File: config.mk
export PLATFORM = sky130hd
export DESIGN_NAME = octx_core
export DESIGN_NICKNAME = d
export VERILOG_FILES = /design/src/octx_pkg.sv /design/src/octx_log_fifo.sv /design/src/octx_core.sv
export VERILOG_INCLUDE_DIRS = /design/src /design/src/src
export SDC_FILE = /design/constraint.sdc
export NUM_CORES = 1
export LEC_CHECK = 0
export ABC_AREA = 1
export BUFFER_PORTS_ARGS = -buffer_cell sky130_fd_sc_hd__buf_4
export CAP_MARGIN = 20
export CORE_MARGIN = 2
export CORE_UTILIZATION = 45
export CTS_CLUSTER_DIAMETER = 30
export DETAILED_ROUTE_END_ITERATION = 10
export PLACE_DENSITY = 0.82
export SYNTH_ARGS = -nofsm -noshare
export SYNTH_HDL_FRONTEND = slang
export SYNTH_SLANG_ARGS = --single-unit
File: constraint.sdc
create_clock -name pclk -period 1.3 [get_ports pclk]
set_input_delay 0.325 -clock pclk [delete_from_list [all_inputs] [get_ports pclk]]
set_output_delay 0.325 -clock pclk [all_outputs]
set_load 0.05 [all_outputs]
File: src/octx_map.svh
// octx_map.svh: register offsets, field positions, reset values and sizes
// for the octal registered bus transceiver.
// assumes: included by bare name from the package and the design modules.
`ifndef OCTX_MAP_SVH
`define OCTX_MAP_SVH

`define OCTX_BUS_W          8
`define OCTX_ADDR_W         12

// register byte addresses, one aligned 32-bit word each
`define OCTX_CTRL_OFS       12'h000
`define OCTX_STORE_OFS      12'h004
`define OCTX_STATUS_OFS     12'h008

// control register fields
`define OCTX_CTRL_ALLOW_BIT 0
`define OCTX_CTRL_RESET     32'h0000_0001

// store register fields
`define OCTX_STORE_A_LSB    0
`define OCTX_STORE_B_LSB    8

// status register fields
`define OCTX_STAT_OVF_BIT   0
`define OCTX_STAT_AOE_BIT   1
`define OCTX_STAT_BOE_BIT   2

// capture log buffer: {b_hit, a_hit, b byte, a byte}
`define OCTX_LOG_W          18
`define OCTX_LOG_DEPTH      2

`endif

File: src/octx_pkg.sv
// octx_pkg: types shared by the transceiver modules.
// assumes: octx_map.svh is on the include path.
`include "octx_map.svh"

package octx_pkg;

    typedef logic [`OCTX_BUS_W-1:0]  octx_byte_t;
    typedef logic [`OCTX_LOG_W-1:0]  octx_log_t;
    typedef logic [`OCTX_ADDR_W-1:0] octx_addr_t;

    typedef enum logic [1:0] {
        OCTX_REG_CTRL,
        OCTX_REG_STORE,
        OCTX_REG_STATUS,
        OCTX_REG_NONE
    } octx_reg_sel_t;

endpackage : octx_pkg

File: src/octx_log_fifo.sv
// octx_log_fifo: two-entry buffer for capture words.
// assumes: one clock, async active-low reset; head always sits in entry 0
// so read data come straight out of a register.
`timescale 1ns/1ps
`include "octx_map.svh"

module octx_log_fifo
    import octx_pkg::*;
(
    input  wire logic      pclk,
    input  wire logic      presetn,
    input  wire logic      in_valid,
    output logic           in_ready,
    input  wire octx_log_t in_data,
    output logic           out_valid,
    input  wire logic      out_ready,
    output octx_log_t      out_data
);

    octx_log_t entry0;
    octx_log_t entry1;
    logic      full0;
    logic      full1;
    octx_log_t next_entry0;
    octx_log_t next_entry1;
    logic      next_full0;
    logic      next_full1;
    logic      push;
    logic      pop;

    assign in_ready  = ~full1;
    assign out_valid = full0;
    assign out_data  = entry0;

    always_comb begin
        push        = in_valid & ~full1;
        pop         = out_ready & full0;
        next_entry0 = entry0;
        next_entry1 = entry1;
        next_full0  = full0;
        next_full1  = full1;
        if (pop) begin
            // shift the second word forward; a fresh word fills the gap
            next_entry0 = full1 ? entry1 : in_data;
            next_full0  = full1 | push;
            next_entry1 = in_data;
            next_full1  = full1 & push;
        end else if (push) begin
            if (full0) begin
                next_entry1 = in_data;
                next_full1  = 1'b1;
            end else begin
                next_entry0 = in_data;
                next_full0  = 1'b1;
            end
        end
    end

    always_ff @(posedge pclk or negedge presetn) begin
        if (!presetn) begin
            entry0 <= '0;
            entry1 <= '0;
            full0  <= 1'b0;
            full1  <= 1'b0;
        end else begin
            entry0 <= next_entry0;
            entry1 <= next_entry1;
            full0  <= next_full0;
            full1  <= next_full1;
        end
    end

endmodule : octx_log_fifo

File: src/octx_core.sv
// octx_core: octal registered bus transceiver with an APB status/control face.
// assumes: all pins synchronous to pclk (20 MHz); capture clocks are sampled
// inputs whose rising edges are found on pclk; the bench resolves the two
// three-state buses from the _out/_oe pairs.
//
// Notes on behaviour
// with drive enabled, select low and a-source low, port A carries live port B; select high and b-source low, port B carries live port A.
// each rising edge of a_capture_clock stores port A and each of b_capture_clock stores port B, whatever the other controls say.
// with drive disabled the outside may feed both buses and clock both registers together, and both store at once.
// with drive enabled, a-source high puts the B-side register on port A, b-source high puts the A-side register on port B, that clock held still.
// with drive disabled both ports stay undriven while capture carries on.
`timescale 1ns/1ps
`include "octx_map.svh"

module octx_core
    import octx_pkg::*;
(
    input  wire logic        pclk,
    input  wire logic        presetn,
    // apb slave
    input  wire logic        psel,
    input  wire logic        penable,
    input  wire logic        pwrite,
    input  wire octx_addr_t  paddr,
    input  wire logic [31:0] pwdata,
    output logic [31:0]      prdata,
    output logic             pready,
    output logic             pslverr,
    // transceiver controls
    input  wire logic        port_drive_en_n,
    input  wire logic        port_drive_select,
    input  wire logic        a_port_source_sel,
    input  wire logic        b_port_source_sel,
    input  wire logic        a_capture_clock,
    input  wire logic        b_capture_clock,
    // port A
    input  wire octx_byte_t  a_port_bits_in,
    output octx_byte_t       a_port_bits_out,
    output logic             a_port_bits_oe,
    // port B
    input  wire octx_byte_t  b_port_bits_in,
    output octx_byte_t       b_port_bits_out,
    output logic             b_port_bits_oe,
    // capture log
    output logic             cap_valid,
    input  wire logic        cap_ready,
    output octx_log_t        cap_data,
    output logic             cap_accept
);

    ////////////////////////////////////////////////////////////////////////
    // capture registers

    octx_byte_t a_store;
    octx_byte_t b_store;
    logic       a_clk_prev;
    logic       b_clk_prev;
    octx_byte_t next_a_store;
    octx_byte_t next_b_store;
    logic       a_hit;
    logic       b_hit;

    always_comb begin
        a_hit        = a_capture_clock & ~a_clk_prev;
        b_hit        = b_capture_clock & ~b_clk_prev;
        // capture ignores enable, direction and source selects
        next_a_store = a_hit ? a_port_bits_in : a_store;
        next_b_store = b_hit ? b_port_bits_in : b_store;
        // both edges in one cycle update both registers together
    end

    always_ff @(posedge pclk or negedge presetn) begin
        if (!presetn) begin
            a_store    <= '0;
            b_store    <= '0;
            a_clk_prev <= 1'b0;
            b_clk_prev <= 1'b0;
        end else begin
            a_store    <= next_a_store;
            b_store    <= next_b_store;
            a_clk_prev <= a_capture_clock;
            b_clk_prev <= b_capture_clock;
        end
    end

    ////////////////////////////////////////////////////////////////////////
    // port drivers; registered so the pads switch cleanly, one cycle late

    logic       drive_allow;
    octx_byte_t next_a_out;
    octx_byte_t next_b_out;
    logic       next_a_oe;
    logic       next_b_oe;
    logic       drive_on;

    always_comb begin
        drive_on   = ~port_drive_en_n & drive_allow;
        next_a_oe  = drive_on & ~port_drive_select;
        next_b_oe  = drive_on & port_drive_select;
        next_a_out = '0;
        next_b_out = '0;
        if (next_a_oe) begin
            // stored byte is stable only while b_capture_clock is held still
            next_a_out = a_port_source_sel ? b_store : b_port_bits_in;
        end
        if (next_b_oe) begin
            next_b_out = b_port_source_sel ? a_store : a_port_bits_in;
        end
    end

    always_ff @(posedge pclk or negedge presetn) begin
        if (!presetn) begin
            a_port_bits_out <= '0;
            b_port_bits_out <= '0;
            a_port_bits_oe  <= 1'b0;
            b_port_bits_oe  <= 1'b0;
        end else begin
            a_port_bits_out <= next_a_out;
            b_port_bits_out <= next_b_out;
            a_port_bits_oe  <= next_a_oe;
            b_port_bits_oe  <= next_b_oe;
        end
    end

    ////////////////////////////////////////////////////////////////////////
    // capture log: one word per cycle with a capture edge, holding both bytes and which edges hit

    logic      log_in_ready;
    logic      log_push;
    octx_log_t log_word;
    logic      overflow;
    logic      next_overflow;
    logic      ovf_clear;

    always_comb begin
        log_push = a_hit | b_hit;
        log_word = {b_hit, a_hit, next_b_store, next_a_store};
    end

    octx_log_fifo u_log (
        .pclk      (pclk),
        .presetn   (presetn),
        .in_valid  (log_push),
        .in_ready  (log_in_ready),
        .in_data   (log_word),
        .out_valid (cap_valid),
        .out_ready (cap_ready),
        .out_data  (cap_data)
    );

    // the pins cannot be stalled, so a capture against a full log only
    // raises the sticky flag; cap_accept repeats log_in_ready one cycle late
    always_comb begin
        next_overflow = overflow;
        if (ovf_clear) begin
            next_overflow = 1'b0;
        end
        if (log_push & ~log_in_ready) begin
            next_overflow = 1'b1;
        end
    end

    always_ff @(posedge pclk or negedge presetn) begin
        if (!presetn) begin
            overflow   <= 1'b0;
            cap_accept <= 1'b0;
        end else begin
            overflow   <= next_overflow;
            cap_accept <= log_in_ready;
        end
    end

    ////////////////////////////////////////////////////////////////////////
    // apb slave: one wait state, answer in the second access cycle

    function automatic octx_reg_sel_t decode(input octx_addr_t addr);
        unique case (addr)
            `OCTX_CTRL_OFS:   decode = OCTX_REG_CTRL;
            `OCTX_STORE_OFS:  decode = OCTX_REG_STORE;
            `OCTX_STATUS_OFS: decode = OCTX_REG_STATUS;
            default:          decode = OCTX_REG_NONE;
        endcase
    endfunction : decode

    octx_reg_sel_t sel;
    logic          access_done;
    logic          next_pready;
    logic          next_pslverr;
    logic [31:0]   next_prdata;
    logic          next_allow;

    always_comb begin
        sel          = decode(paddr);
        access_done  = psel & penable & pready;
        next_pready  = psel & penable & ~pready;
        next_pslverr = next_pready & (sel == OCTX_REG_NONE);
        next_prdata  = '0;
        next_allow   = drive_allow;
        ovf_clear    = 1'b0;
        if (next_pready & ~pwrite) begin
            unique case (sel)
                OCTX_REG_CTRL: begin
                    next_prdata[`OCTX_CTRL_ALLOW_BIT] = drive_allow;
                end
                OCTX_REG_STORE: begin
                    next_prdata[`OCTX_STORE_A_LSB +: `OCTX_BUS_W] = a_store;
                    next_prdata[`OCTX_STORE_B_LSB +: `OCTX_BUS_W] = b_store;
                end
                OCTX_REG_STATUS: begin
                    next_prdata[`OCTX_STAT_OVF_BIT] = overflow;
                    next_prdata[`OCTX_STAT_AOE_BIT] = a_port_bits_oe;
                    next_prdata[`OCTX_STAT_BOE_BIT] = b_port_bits_oe;
                end
                OCTX_REG_NONE: begin
                    next_prdata = '0;
                end
            endcase
        end
        if (access_done & pwrite) begin
            if (sel == OCTX_REG_CTRL) begin
                next_allow = pwdata[`OCTX_CTRL_ALLOW_BIT];
            end
            if (sel == OCTX_REG_STATUS) begin
                ovf_clear = pwdata[`OCTX_STAT_OVF_BIT];
            end
        end
    end

    always_ff @(posedge pclk or negedge presetn) begin
        if (!presetn) begin
            pready      <= 1'b0;
            pslverr     <= 1'b0;
            prdata      <= '0;
            drive_allow <= 1'(`OCTX_CTRL_RESET);
        end else begin
            pready      <= next_pready;
            pslverr     <= next_pslverr;
            prdata      <= next_prdata;
            drive_allow <= next_allow;
        end
    end

endmodule : octx_core

Word level (Yosys, flattened, before mapping)
Cells that the tools add are included.
{"block": "classes", "n_eq_ne": 6, "muxes": 27, "bitwise_logic": 24, "reduce_logical": 8}
{"op": "18-bit 2-to-1 mux", "count": 7}
{"op": "8-bit 2-to-1 mux", "count": 6}
{"op": "16-bit 2-to-1 mux", "count": 1}
{"op": "1-bit AND", "count": 15}
{"op": "13-bit 2-to-1 mux", "count": 1}
{"op": "12-bit by 3-bit == test with 1-bit output, second input constant", "count": 1}
{"op": "12-bit by 4-bit == test with 1-bit output, second input constant", "count": 1}
{"op": "12-bit logical NOT", "count": 1}
{"op": "1-bit 2-to-1 mux", "count": 9}
{"op": "1-bit NOT", "count": 7}
{"op": "2-bit case mux with 3 select lines", "count": 1}
{"op": "2-bit AND reduction", "count": 3}
{"op": "2-bit nonzero test", "count": 3}
{"op": "2-bit == test, second input constant", "count": 2}
{"op": "1-bit case mux with 4 select lines", "count": 1}
{"op": "2-bit case mux with 2 select lines", "count": 1}
{"op": "2-bit by 1-bit == test with 1-bit output, second input constant", "count": 1}
{"op": "2-bit logical NOT", "count": 1}
{"op": "2-bit != test, second input constant", "count": 1}
{"op": "1-bit bitwise OR", "count": 2}
{"block": "word_totals", "reg_bits": 111, "inputBits": 72, "out_inout_bits": 72, "elab_cells": 83}

Longest topological paths before layout
Gate-level depths: netlist (run 1).
{"block": "depth", "depth_word": 7, "mapped_depth": 11, "depth_no_buf": 10}

By module
A second synthesis (run 1) with hierarchy kept.
{"block": "unflattened", "cells_unflattened": 516, "area_unflattened_um2": 4364.2}
{"mod": "octx_core", "instances": 1, "cells_each": 272, "area_per_inst_um2": 2437.3, "seq_area_each_um2": 1427.6}
{"mod": "octx_log_fifo", "instances": 1, "cells_each": 244, "area_per_inst_um2": 1926.8, "seq_area_each_um2": 950.9}

Least setup slack after synthesis (run 1)
OpenSTA, ideal clock, no wires.
{"block": "synth_timing", "path_type": "input to register", "start": "input port paddr[11]", "end": "register prdata[10]", "setup_time_ns": 0.074, "arrival_ns": 1.576, "required_time_ns": 1.226, "setup_slack_ns": -0.349, "stages": 10, "n_path_buf": 2, "path_cell_list": "nor2_1 nand2_1 nor2_1 nand2_1 inv_1 ha_1 clkbuf_1 clkbuf_1 nand2_1 nor2_1"}
{"block": "synth_via", "elab_chain_cells": 5, "elab_cells_between_ends": 7, "cone_classes": "3 x eq/ne; 3 x mux; 1 x reduce/logical"}
{"item": "start: declaration", "line_no": "octx_core.sv:24", "rtl": "input wire octx_addr_t paddr,"}
{"item": "12-bit by 4-bit == test with 1-bit output, or another cell as far along", "line_no": "octx_core.sv:177", "rtl": "unique case (addr)"}
{"item": "2-bit case mux with 3 select lines *", "line_no": "octx_core.sv:177"}
{"item": "2-bit by 1-bit == test with 1-bit output *", "line_no": "octx_core.sv:201", "rtl": "unique case (sel)"}
{"item": "13-bit 2-to-1 mux *", "line_no": "octx_core.sv:201"}
{"item": "16-bit 2-to-1 mux *", "line_no": "octx_core.sv:200", "rtl": "if (next_pready & ~pwrite) begin"}
{"item": "net next_prdata[10]", "line_no": "octx_core.sv:189", "rtl": "logic [31:0] next_prdata;"}
{"item": "end signal: assignment", "line_no": "octx_core.sv:238", "rtl": "prdata <= next_prdata;"}
{"item": "end: declaration", "line_no": "octx_core.sv:26", "rtl": "output logic [31:0] prdata,"}
Mark *: on every way through the listed nets, which the timed path passes. The rest lies on a longest branch.
A chain may end at the register's enable or synchronous reset.

Final worst setup path (run 1)
{"block": "layout_timing", "start": "register b_clk_prev", "end": "register u_log.entry1[14]"}
{"block": "layout_via", "elab_chain_cells": 6, "elab_cells_between_ends": 10, "cone_classes": "4 x mux; 4 x bitwise; 2 x reduce/logical"}
{"item": "start: declaration", "line_no": "octx_core.sv:57", "rtl": "logic b_clk_prev;"}
{"item": "start signal: assignment", "line_no": "octx_core.sv:82", "rtl": "b_clk_prev <= b_capture_clock;"}
{"item": "1-bit NOT *", "line_no": "octx_core.sv:65", "rtl": "b_hit = b_capture_clock & ~b_clk_prev;"}
{"item": "1-bit AND *", "line_no": "octx_core.sv:65"}
{"item": "8-bit 2-to-1 mux / 1-bit bitwise OR (equally long branches)", "line_no": "octx_core.sv:68, octx_core.sv:136"}
{"item": "18-bit 2-to-1 mux / 1-bit AND (equally long branches)", "line_no": "octx_log_fifo.sv:49, octx_log_fifo.sv:36"}
{"item": "18-bit 2-to-1 mux / 2-bit nonzero test (equally long branches)"}
{"item": "18-bit 2-to-1 mux / 2-bit AND reduction (equally long branches)"}
{"item": "end signal: assignment", "line_no": "octx_log_fifo.sv:67", "rtl": "entry1 <= next_entry1;"}
{"item": "end: declaration", "line_no": "octx_log_fifo.sv:21", "rtl": "octx_log_t entry1;"}
Mark *: on every way between the ends. The rest lies on a longest branch, timed or not. The select of a mux whose other input is x is not followed.

==> results of run 1 <==
## metal layers
layer  vias up  GRT usage, %
met2       141         34.88
met3        38         3.969
met1      1682         25.64
met5         -             0
li1       1666             -
met4         0         9.800
## what timing repair did
item | CTS | global route
hold endpoints to repair | 15 | 0
hold buffers | 1 | 0
gates cloned | 1 | 5
buffers inserted | 5 | 7
endpoints found under the setup margin | 44 | 75
resized for setup | 25 | 55
pin swaps | 3 | 4
## stage by stage
stage	cells	util [%]	setup TNS (ps)
6_report	707	64.32	-2177
5_1_grt	707	64.32	-3755
4_1_cts	696	60.68	-1747
3_5_place_dp	674	56.96	-8163
3_3_place_gp	674	56.96	-5646
2_1_floorplan	470	-	-1663
## cell type report
cell class | count | area share, %
sequential | 95 | 40.88
multi-input combinational | 301 | 27.79
timing repair buffer | 141 | 22.68
inverter | 43 | 2.790
tap | 111 | 2.382
clock buffer | 9 | 2.124
clock inverter | 7 | 1.352
## cells in the mapped netlist
library cell and number:
nand2_4 4, nor3_1 2, o21ai_4 1, inv_1 40, a211oi_1 2, nand4_1 2, o21a_1 2, ha_1 3
buf_4 19, a21oi_2 12, nor2_8 1, o21ai_1 2, clkinv_1 1, clkbuf_1 5, o21ai_2 4, inv_2 2
o211ai_1 1, dfstp_2 1, conb_1 1, a22o_1 1, nand2_2 1, buf_6 7, a21oi_4 1, a21oi_1 23
nor2_1 50, o21ai_0 34, dfrtp_1 94, nand2_1 136, nand3_1 3
## sequential cells by signal, indices dropped and copies added (netlist names)
signal           flops
u_log.entry1        18
u_log.out_data      18
prdata              16
a_port_bits_out      8
a_store              8
b_port_bits_out      8
b_store              8
a_clk_prev           1
a_port_bits_oe       1
b_clk_prev           1
b_port_bits_oe       1
cap_accept           1
drive_allow          1
overflow             1
pready               1
pslverr              1
u_log.full1          1
u_log.out_valid      1
## report_power, final
part | switching (mW) | internal (mW)
combinational | 3.21 | 2.10
sequential | 0.476 | 3.61
clock | 1.10 | 0.912
total | 4.78 | 6.62
## cell families after synthesis
group / after synthesis
simple gates: 199
compound gates: 83
flops: 95
fa+ha+maj: 3
other cells: 1
buf+inv: 74
## worst max-delay path, delay by kind of cell, from the launching register on
kind / cells / cell delay (ps)
flip-flops: 1 / 390
buffers and inverters: 3 / 350
AO/OA/AOI/OAI: 2 / 320
AND/OR/NAND/NOR: 4 / 270
## worst paths after layout
check	startpoint	to
min	b_capture_clock	b_clk_prev$_DFF_PN0_
max	b_clk_prev$_DFF_PN0_	u_log.entry1[14]$_DFFE_PN0P_
max reg2reg	b_clk_prev$_DFF_PN0_	u_log.entry1[14]$_DFFE_PN0P_
min reg2reg	drive_allow$_DFFE_PN1P_	drive_allow$_DFFE_PN1P_
max in group asynchronous	presetn	drive_allow$_DFFE_PN1P_
min in group asynchronous	presetn	b_port_bits_out[4]$_DFF_PN0_
==> qor.csv, run 1 <==
stage,metric,value,unit
placement,post-place-ws,-318.1,ps
timing,fin_skew,17.80,ps
clock_tree,cts_root_buffer,clkbuf_8,
floorplanning,pin_count,144,
synth,synth-seq-cells,95,
routing,drt-met1-wl,4261,µm
floorplanning,initial_core_util,45.70,%
routing,vias,3527,
clock_tree,clock_sinks,95,
synth,synthAdderAreaFrac,0.9061,%
final_layout,final_common_cell,nand2_1,
global_route,track_usage,20.64,%
final_layout,multiInputGateArea,0.001620,mm²
timing,setup-violations-final,38,
status,outcome,finished with violations,
timing,timing.final.crit_period,1419,ps
setup_path,crit_chain,inv_2 -> nand2_4 -> nand2_4 -> nand2_4 -> a21oi_4 -> buf_6 -> buf_12 -> nand2_4 -> o21ai_2,
synth,synth_compound_area_share,12.41,%
floorplanning,die_h,99.95,µm
synth,synth_warnings,0,
worst_hold_path,hold_class,in2reg,
placement,dpl-instance-area,0.005164,mm²
timing,max_freq,704.6,MHz
setup_path,worst_setup_path_start_kind,register,
global_route,grt_max_degree,37,
power_and_ir_drop,leakagePower,2.913,nW
routing,wl_met2,5684,µm
synth,ys_top_cells_by_area,"dfrtp_1 (57%), nand2_1 (12%), nor2_1 (4.5%)",
clock_tree,cts_tree,built,
setup_path,critPathMaxFanout,8,
power_and_ir_drop,vdd_drop_max,1.223,mV
synth,synth_mux_area_share,0,%
routing,viasPerCell,4.989,
global_route,antenna_found_initial,0,
status,failed_checks,setup timing,
synth,synth_cell_type_count,29,
global_route,grt_pass1_wl,16080,µm
routing,routed.top_layer,met4,
placement,dpl.hpwl,7240,µm
placement,place_congestion,0.8637,
routing,routed_wl,11050,µm
global_route,grt_pass1_vias,3386,
setup_path,path_common_cell,nand2_4,
clock_tree,clock_insertion_delay_worst_skew,370,ps
timing,slew_violations,0,
final_layout,ff_latch_area,0.002384,mm²
setup_path,endpoint_kind,register,
routing,wl_met3,612,µm
synth,synth_top_area_share,56.78,%
final_layout,antennaDiodeCount,0,
routing,firstDrtPassIters,4,
final_layout,nFillCells,677,
synth,ys_seq_area_share,57.41,%
power_and_ir_drop,p_per_area,1956,mW/mm²
floorplanning,die-area,0.009990,mm²
power_and_ir_drop,total_power,11.40,mW
timing,hold_ws,88.94,ps
run,maxCapViolCount,0,
worst_hold_path,hold_path_depth,1,
final_layout,area_growth,40.74,%
setup_path,reg2reg_slack,-120,ps
floorplanning,row_count,35,
global_route,grt-ovfl-total,0,
final_layout,layout.cells.most_common_list,"nand2_1 (123), buf_4 (101), dfrtp_1 (90)",
timing,rsz0062_at_grt,true,
floorplanning,chipWidth,99.95,µm
synth,syn_area_per_cell,9.105,µm²
final_layout,drive_gt1_share,38.93,%
synth,synth_top_family_by_area,simple AND/OR/NAND/NOR gates,
clock_tree,numCtsBuffers,9,
synth,synth_cells,455,
placement,io_buffers,96,
routing,first_iter_violations,201,
timing,setup_ws,-119.2,ps
synth,synthXorXnorAreaFrac,0,%
floorplanning,design.core.area,0.009065,mm²
synth,synth_top_area_cell,dfrtp_1,
routing,drc,0,
setup_path,worstPathArrival,1710,ps
clock_tree,path_clk_slew,100,ps
clock_tree,clockBufferDepth,2,
clock_tree,htree_levels,3,
setup_path,slowest_delay,390,ps
synth,yosys.area_share.simple,19.48,%
timing,hold_viol,0,
setup_path,reg2reg_depth,9,
setup_path,crit_type,reg2reg,
final_layout,nets,666,
routing,detail_route.wl_per_cell,15.63,µm
final_layout,finish.instance_area,0.005831,mm²
timing,post-route-period-util,109.2,%
setup_path,crit_required,1590,ps
synth,synthesis.area,0.004143,mm²
routing,drtAntennaViolNets,0,
setup_path,slowest_stage,dfrtp_1,
No activity file was read; power rests on OpenSTA's default activity.
==> run 2: changes to the inputs <==
==> constraint.sdc (replaced) <==
create_clock -name pclk -period 1.3 [get_ports pclk]
set_input_delay 0.13 -clock pclk [delete_from_list [all_inputs] [get_ports pclk]]
set_output_delay 0.13 -clock pclk [all_outputs]
set_load 0.05 [all_outputs]
==> qor.csv, run 2 (synthesis gave the netlist of run 1 again) <==
stage,metric,value,unit,change
placement,dpl.hpwl,6871,µm,-5.1%
final_layout,final_common_cell,nand2_1,,
timing,rsz0062_at_grt,true,,
global_route,track_usage,20.54,%,-0.10 points
clock_tree,clock_sinks,95,,unchanged
worst_hold_path,hold_class,in2reg,,
global_route,grt-ovfl-total,0,,unchanged
global_route,grt_max_degree,96,,+160%
setup_path,endpoint_kind,register,,
setup_path,crit_required,1550,ps,-40 ps
clock_tree,path_clk_slew,90,ps,about the same
global_route,grt_pass1_vias,3435,,+1.4%
floorplanning,initial_core_util,45.70,%,unchanged
final_layout,nFillCells,652,,-3.7%
setup_path,crit_chain,inv_2 -> nand2_4 -> nand2_4 -> nand2_4 -> a21oi_4 -> buf_12 -> buf_6 -> inv_2 -> nand2_2 -> o21ai_2,,
final_layout,instances_no_fill,705,,-0.28%
clock_tree,htree_levels,3,,unchanged
clock_tree,clockBufferDepth,2,,unchanged
routing,detail_route.wl_per_cell,15.53,µm,-0.65%
clock_tree,cts_root_buffer,clkbuf_8,,
timing,setup-violations-final,37,,-2.6%
final_layout,drive_gt1_share,39.56,%,+0.64 points
power_and_ir_drop,p_per_area,1991,mW/mm²,+1.8%
floorplanning,chipWidth,99.95,µm,unchanged
final_layout,area_growth,39.96,%,
routing,vias,3502,,-0.71%
final_layout,layout.cells.most_common_list,"nand2_1 (120), buf_4 (119), dfrtp_1 (92)",,
floorplanning,pin_count,144,,unchanged
setup_path,reg2reg_slack,-90,ps,+30 ps
status,failed_checks,setup timing,,
power_and_ir_drop,pwr-share-clk,18.6,%,+1.0 points
routing,drtAntennaViolNets,0,,unchanged
final_layout,antennaDiodeCount,0,,unchanged
power_and_ir_drop,power.switching,4.779,mW,-0.11%
power_and_ir_drop,vdd_drop_max,0.9775,mV,-20%
timing,slew_violations,0,,unchanged
timing,hold_viol,0,,unchanged
timing,fin_skew,7.854,ps,-9.949 ps
placement,io_buffers,96,,unchanged
timing,timing.final.crit_period,1387,ps,-31.85 ps
power_and_ir_drop,switching_share,41.39,%,-0.56 points
clock_tree,clock_insertion_delay_worst_skew,360,ps,about the same
final_layout,multiInputGateArea,0.001657,mm²,+2.2%
final_layout,ff_latch_area,0.002381,mm²,-0.11%
routing,viasPerCell,4.967,,-0.43%
global_route,antenna_found_initial,0,,unchanged
setup_path,slowest_stage,dfrtp_1,,
power_and_ir_drop,leakagePower,2.922,nW,+0.31%
routing,firstDrtPassIters,5,,+1
placement,dp_cells,673,,-0.15%
routing,first_iter_violations,223,,+11%
placement,place_congestion,0.8861,,+2.6%
run,maxCapViolCount,0,,unchanged
routing,drc,0,,unchanged
setup_path,crit_type,reg2reg,,
final_layout,nets,665,,-0.15%
setup_path,worst_setup_path_start_kind,register,,
timing,post-route-period-util,106.7,%,-2.4 points
power_and_ir_drop,intPower,6.766,mW,+2.2%
power_and_ir_drop,combPwrFrac,46.1,%,-0.5 points
setup_path,crit_buf_inv,4,,+1
status,outcome,finished with violations,,
setup_path,crit_family,flip-flops,,
power_and_ir_drop,power.sequential.fraction,35.2,%,-0.6 points
floorplanning,die-area,0.009990,mm²,unchanged
timing,max_freq,720.8,MHz,+2.3%
setup_path,slowest_delay,380,ps,about the same
power_and_ir_drop,total_power,11.55,mW,+1.3%
floorplanning,design.core.area,0.009065,mm²,unchanged
setup_path,path_common_cell,nand2_4,,
clock_tree,cts_tree,built,,
routing,routed_wl,10950,µm,-0.93%
setup_path,worstPathArrival,1640,ps,-70 ps
timing,setup_ws,-87.34,ps,+31.85 ps
clock_tree,numCtsBuffers,9,,unchanged
setup_path,critPathMaxFanout,7,,-1
floorplanning,row_count,35,,unchanged
floorplanning,die_h,99.95,µm,unchanged
global_route,grt_pass1_wl,16210,µm,+0.81%
-- run 2: changes by cell type in the layout (fill, tap and decap cells not counted), moves of 3 or more --
| cell | change |
|---|---|
| nand2_1 | -3 |
| buf_4 | +18 |
| o21ai_0 | -6 |
| o21ai_1 | +3 |
| o21ai_2 | +3 |
| buf_6 | -20 |
-- run 2: final timing paths --
| check | start | to | depth (start not counted) |
|---|---|---|---|
| worst max-delay path | b_clk_prev$_DFF_PN0_ | u_log.entry1[17]$_DFFE_PN0P_ | 10 |
| worst max register to register | b_clk_prev$_DFF_PN0_ | u_log.entry1[17]$_DFFE_PN0P_ | 10 |
| max in group asynchronous | presetn | u_log.out_valid$_DFFE_PN0P_ | 3 |
| min in group asynchronous | presetn | prdata[14]$_DFF_PN0_ | 3 |
| worst min register to register | drive_allow$_DFFE_PN1P_ | drive_allow$_DFFE_PN1P_ | 2 |
| worst min-delay path | b_port_bits_in[3] | a_port_bits_out[3]$_DFF_PN0_ | 3 |
-- run 2: power by group through the flow --
stage                     registers (mW)  clock network (mW)  logic (mW)
final                               4.07                2.15        5.32
after global routing                4.13                2.29        5.63
after CTS                           3.95                2.17        4.37
after detailed placement            3.99                   0        4.07
after global placement              3.95                   0        3.96
after floorplan                     5.06                   0        1.79
-- run 2: area by class of cell --
class | count | share of cell area (%)
flip-flops and latches | 95 | 41.07
multi-input cells | 301 | 28.57
repair buffers | 140 | 21.39
inverters | 43 | 2.805
well taps | 111 | 2.395
clock buffers | 10 | 2.374
clock inverters | 5 | 1.403
-- run 2: layer usage --
metal | global-route usage (%) | vias up | share of wire, %
met5 | 0 | - | 0
met4 | 8.430 | 0 | 3.1
met3 | 5.292 | 30 | 6.3
met2 | 34.25 | 135 | 50
met1 | 25.65 | 1676 | 40
li1 | - | 1661 | -
-- run 2: what timing repair did --
action                                 4_1_cts  5_1_grt
setup endpoints to repair                   36       65
endpoints found under the hold margin       96        0
buffers inserted                             4        4
resized for setup                           15       68
cloned                                       1        5
pin swaps                                    2        6
hold buffers                                 3        0
-- run 2: worst reg2reg max path: cells and delay by family (launching register included) --
| family | cells | cell delay [ps] |
|---|---|---|
| AND/OR/NAND/NOR | 4 | 300 |
| AO/OA/AOI/OAI | 2 | 230 |
| buffers and inverters | 4 | 360 |
| flip-flops | 1 | 380 |
-- run 2: metrics by stage --
stage | util [%] | setup WS [ps] | TNS, ps | hold slack [ps] | area [µm²]
4_1_cts | 59.93 | -22.92 | -101.5 | 6.305 | 5433
5_1_grt | 63.96 | -124.9 | -2903 | 21.15 | 5798
2_1_floorplan | - | -49.67 | -824.9 | -165.6 | 4220
3_3_place_gp | 56.08 | -99.51 | -2909 | 208.5 | 5084
6_report | 63.96 | -87.34 | -1406 | 31.11 | 5798
3_5_place_dp | 56.08 | -281.7 | -6846 | 220.8 | 5084
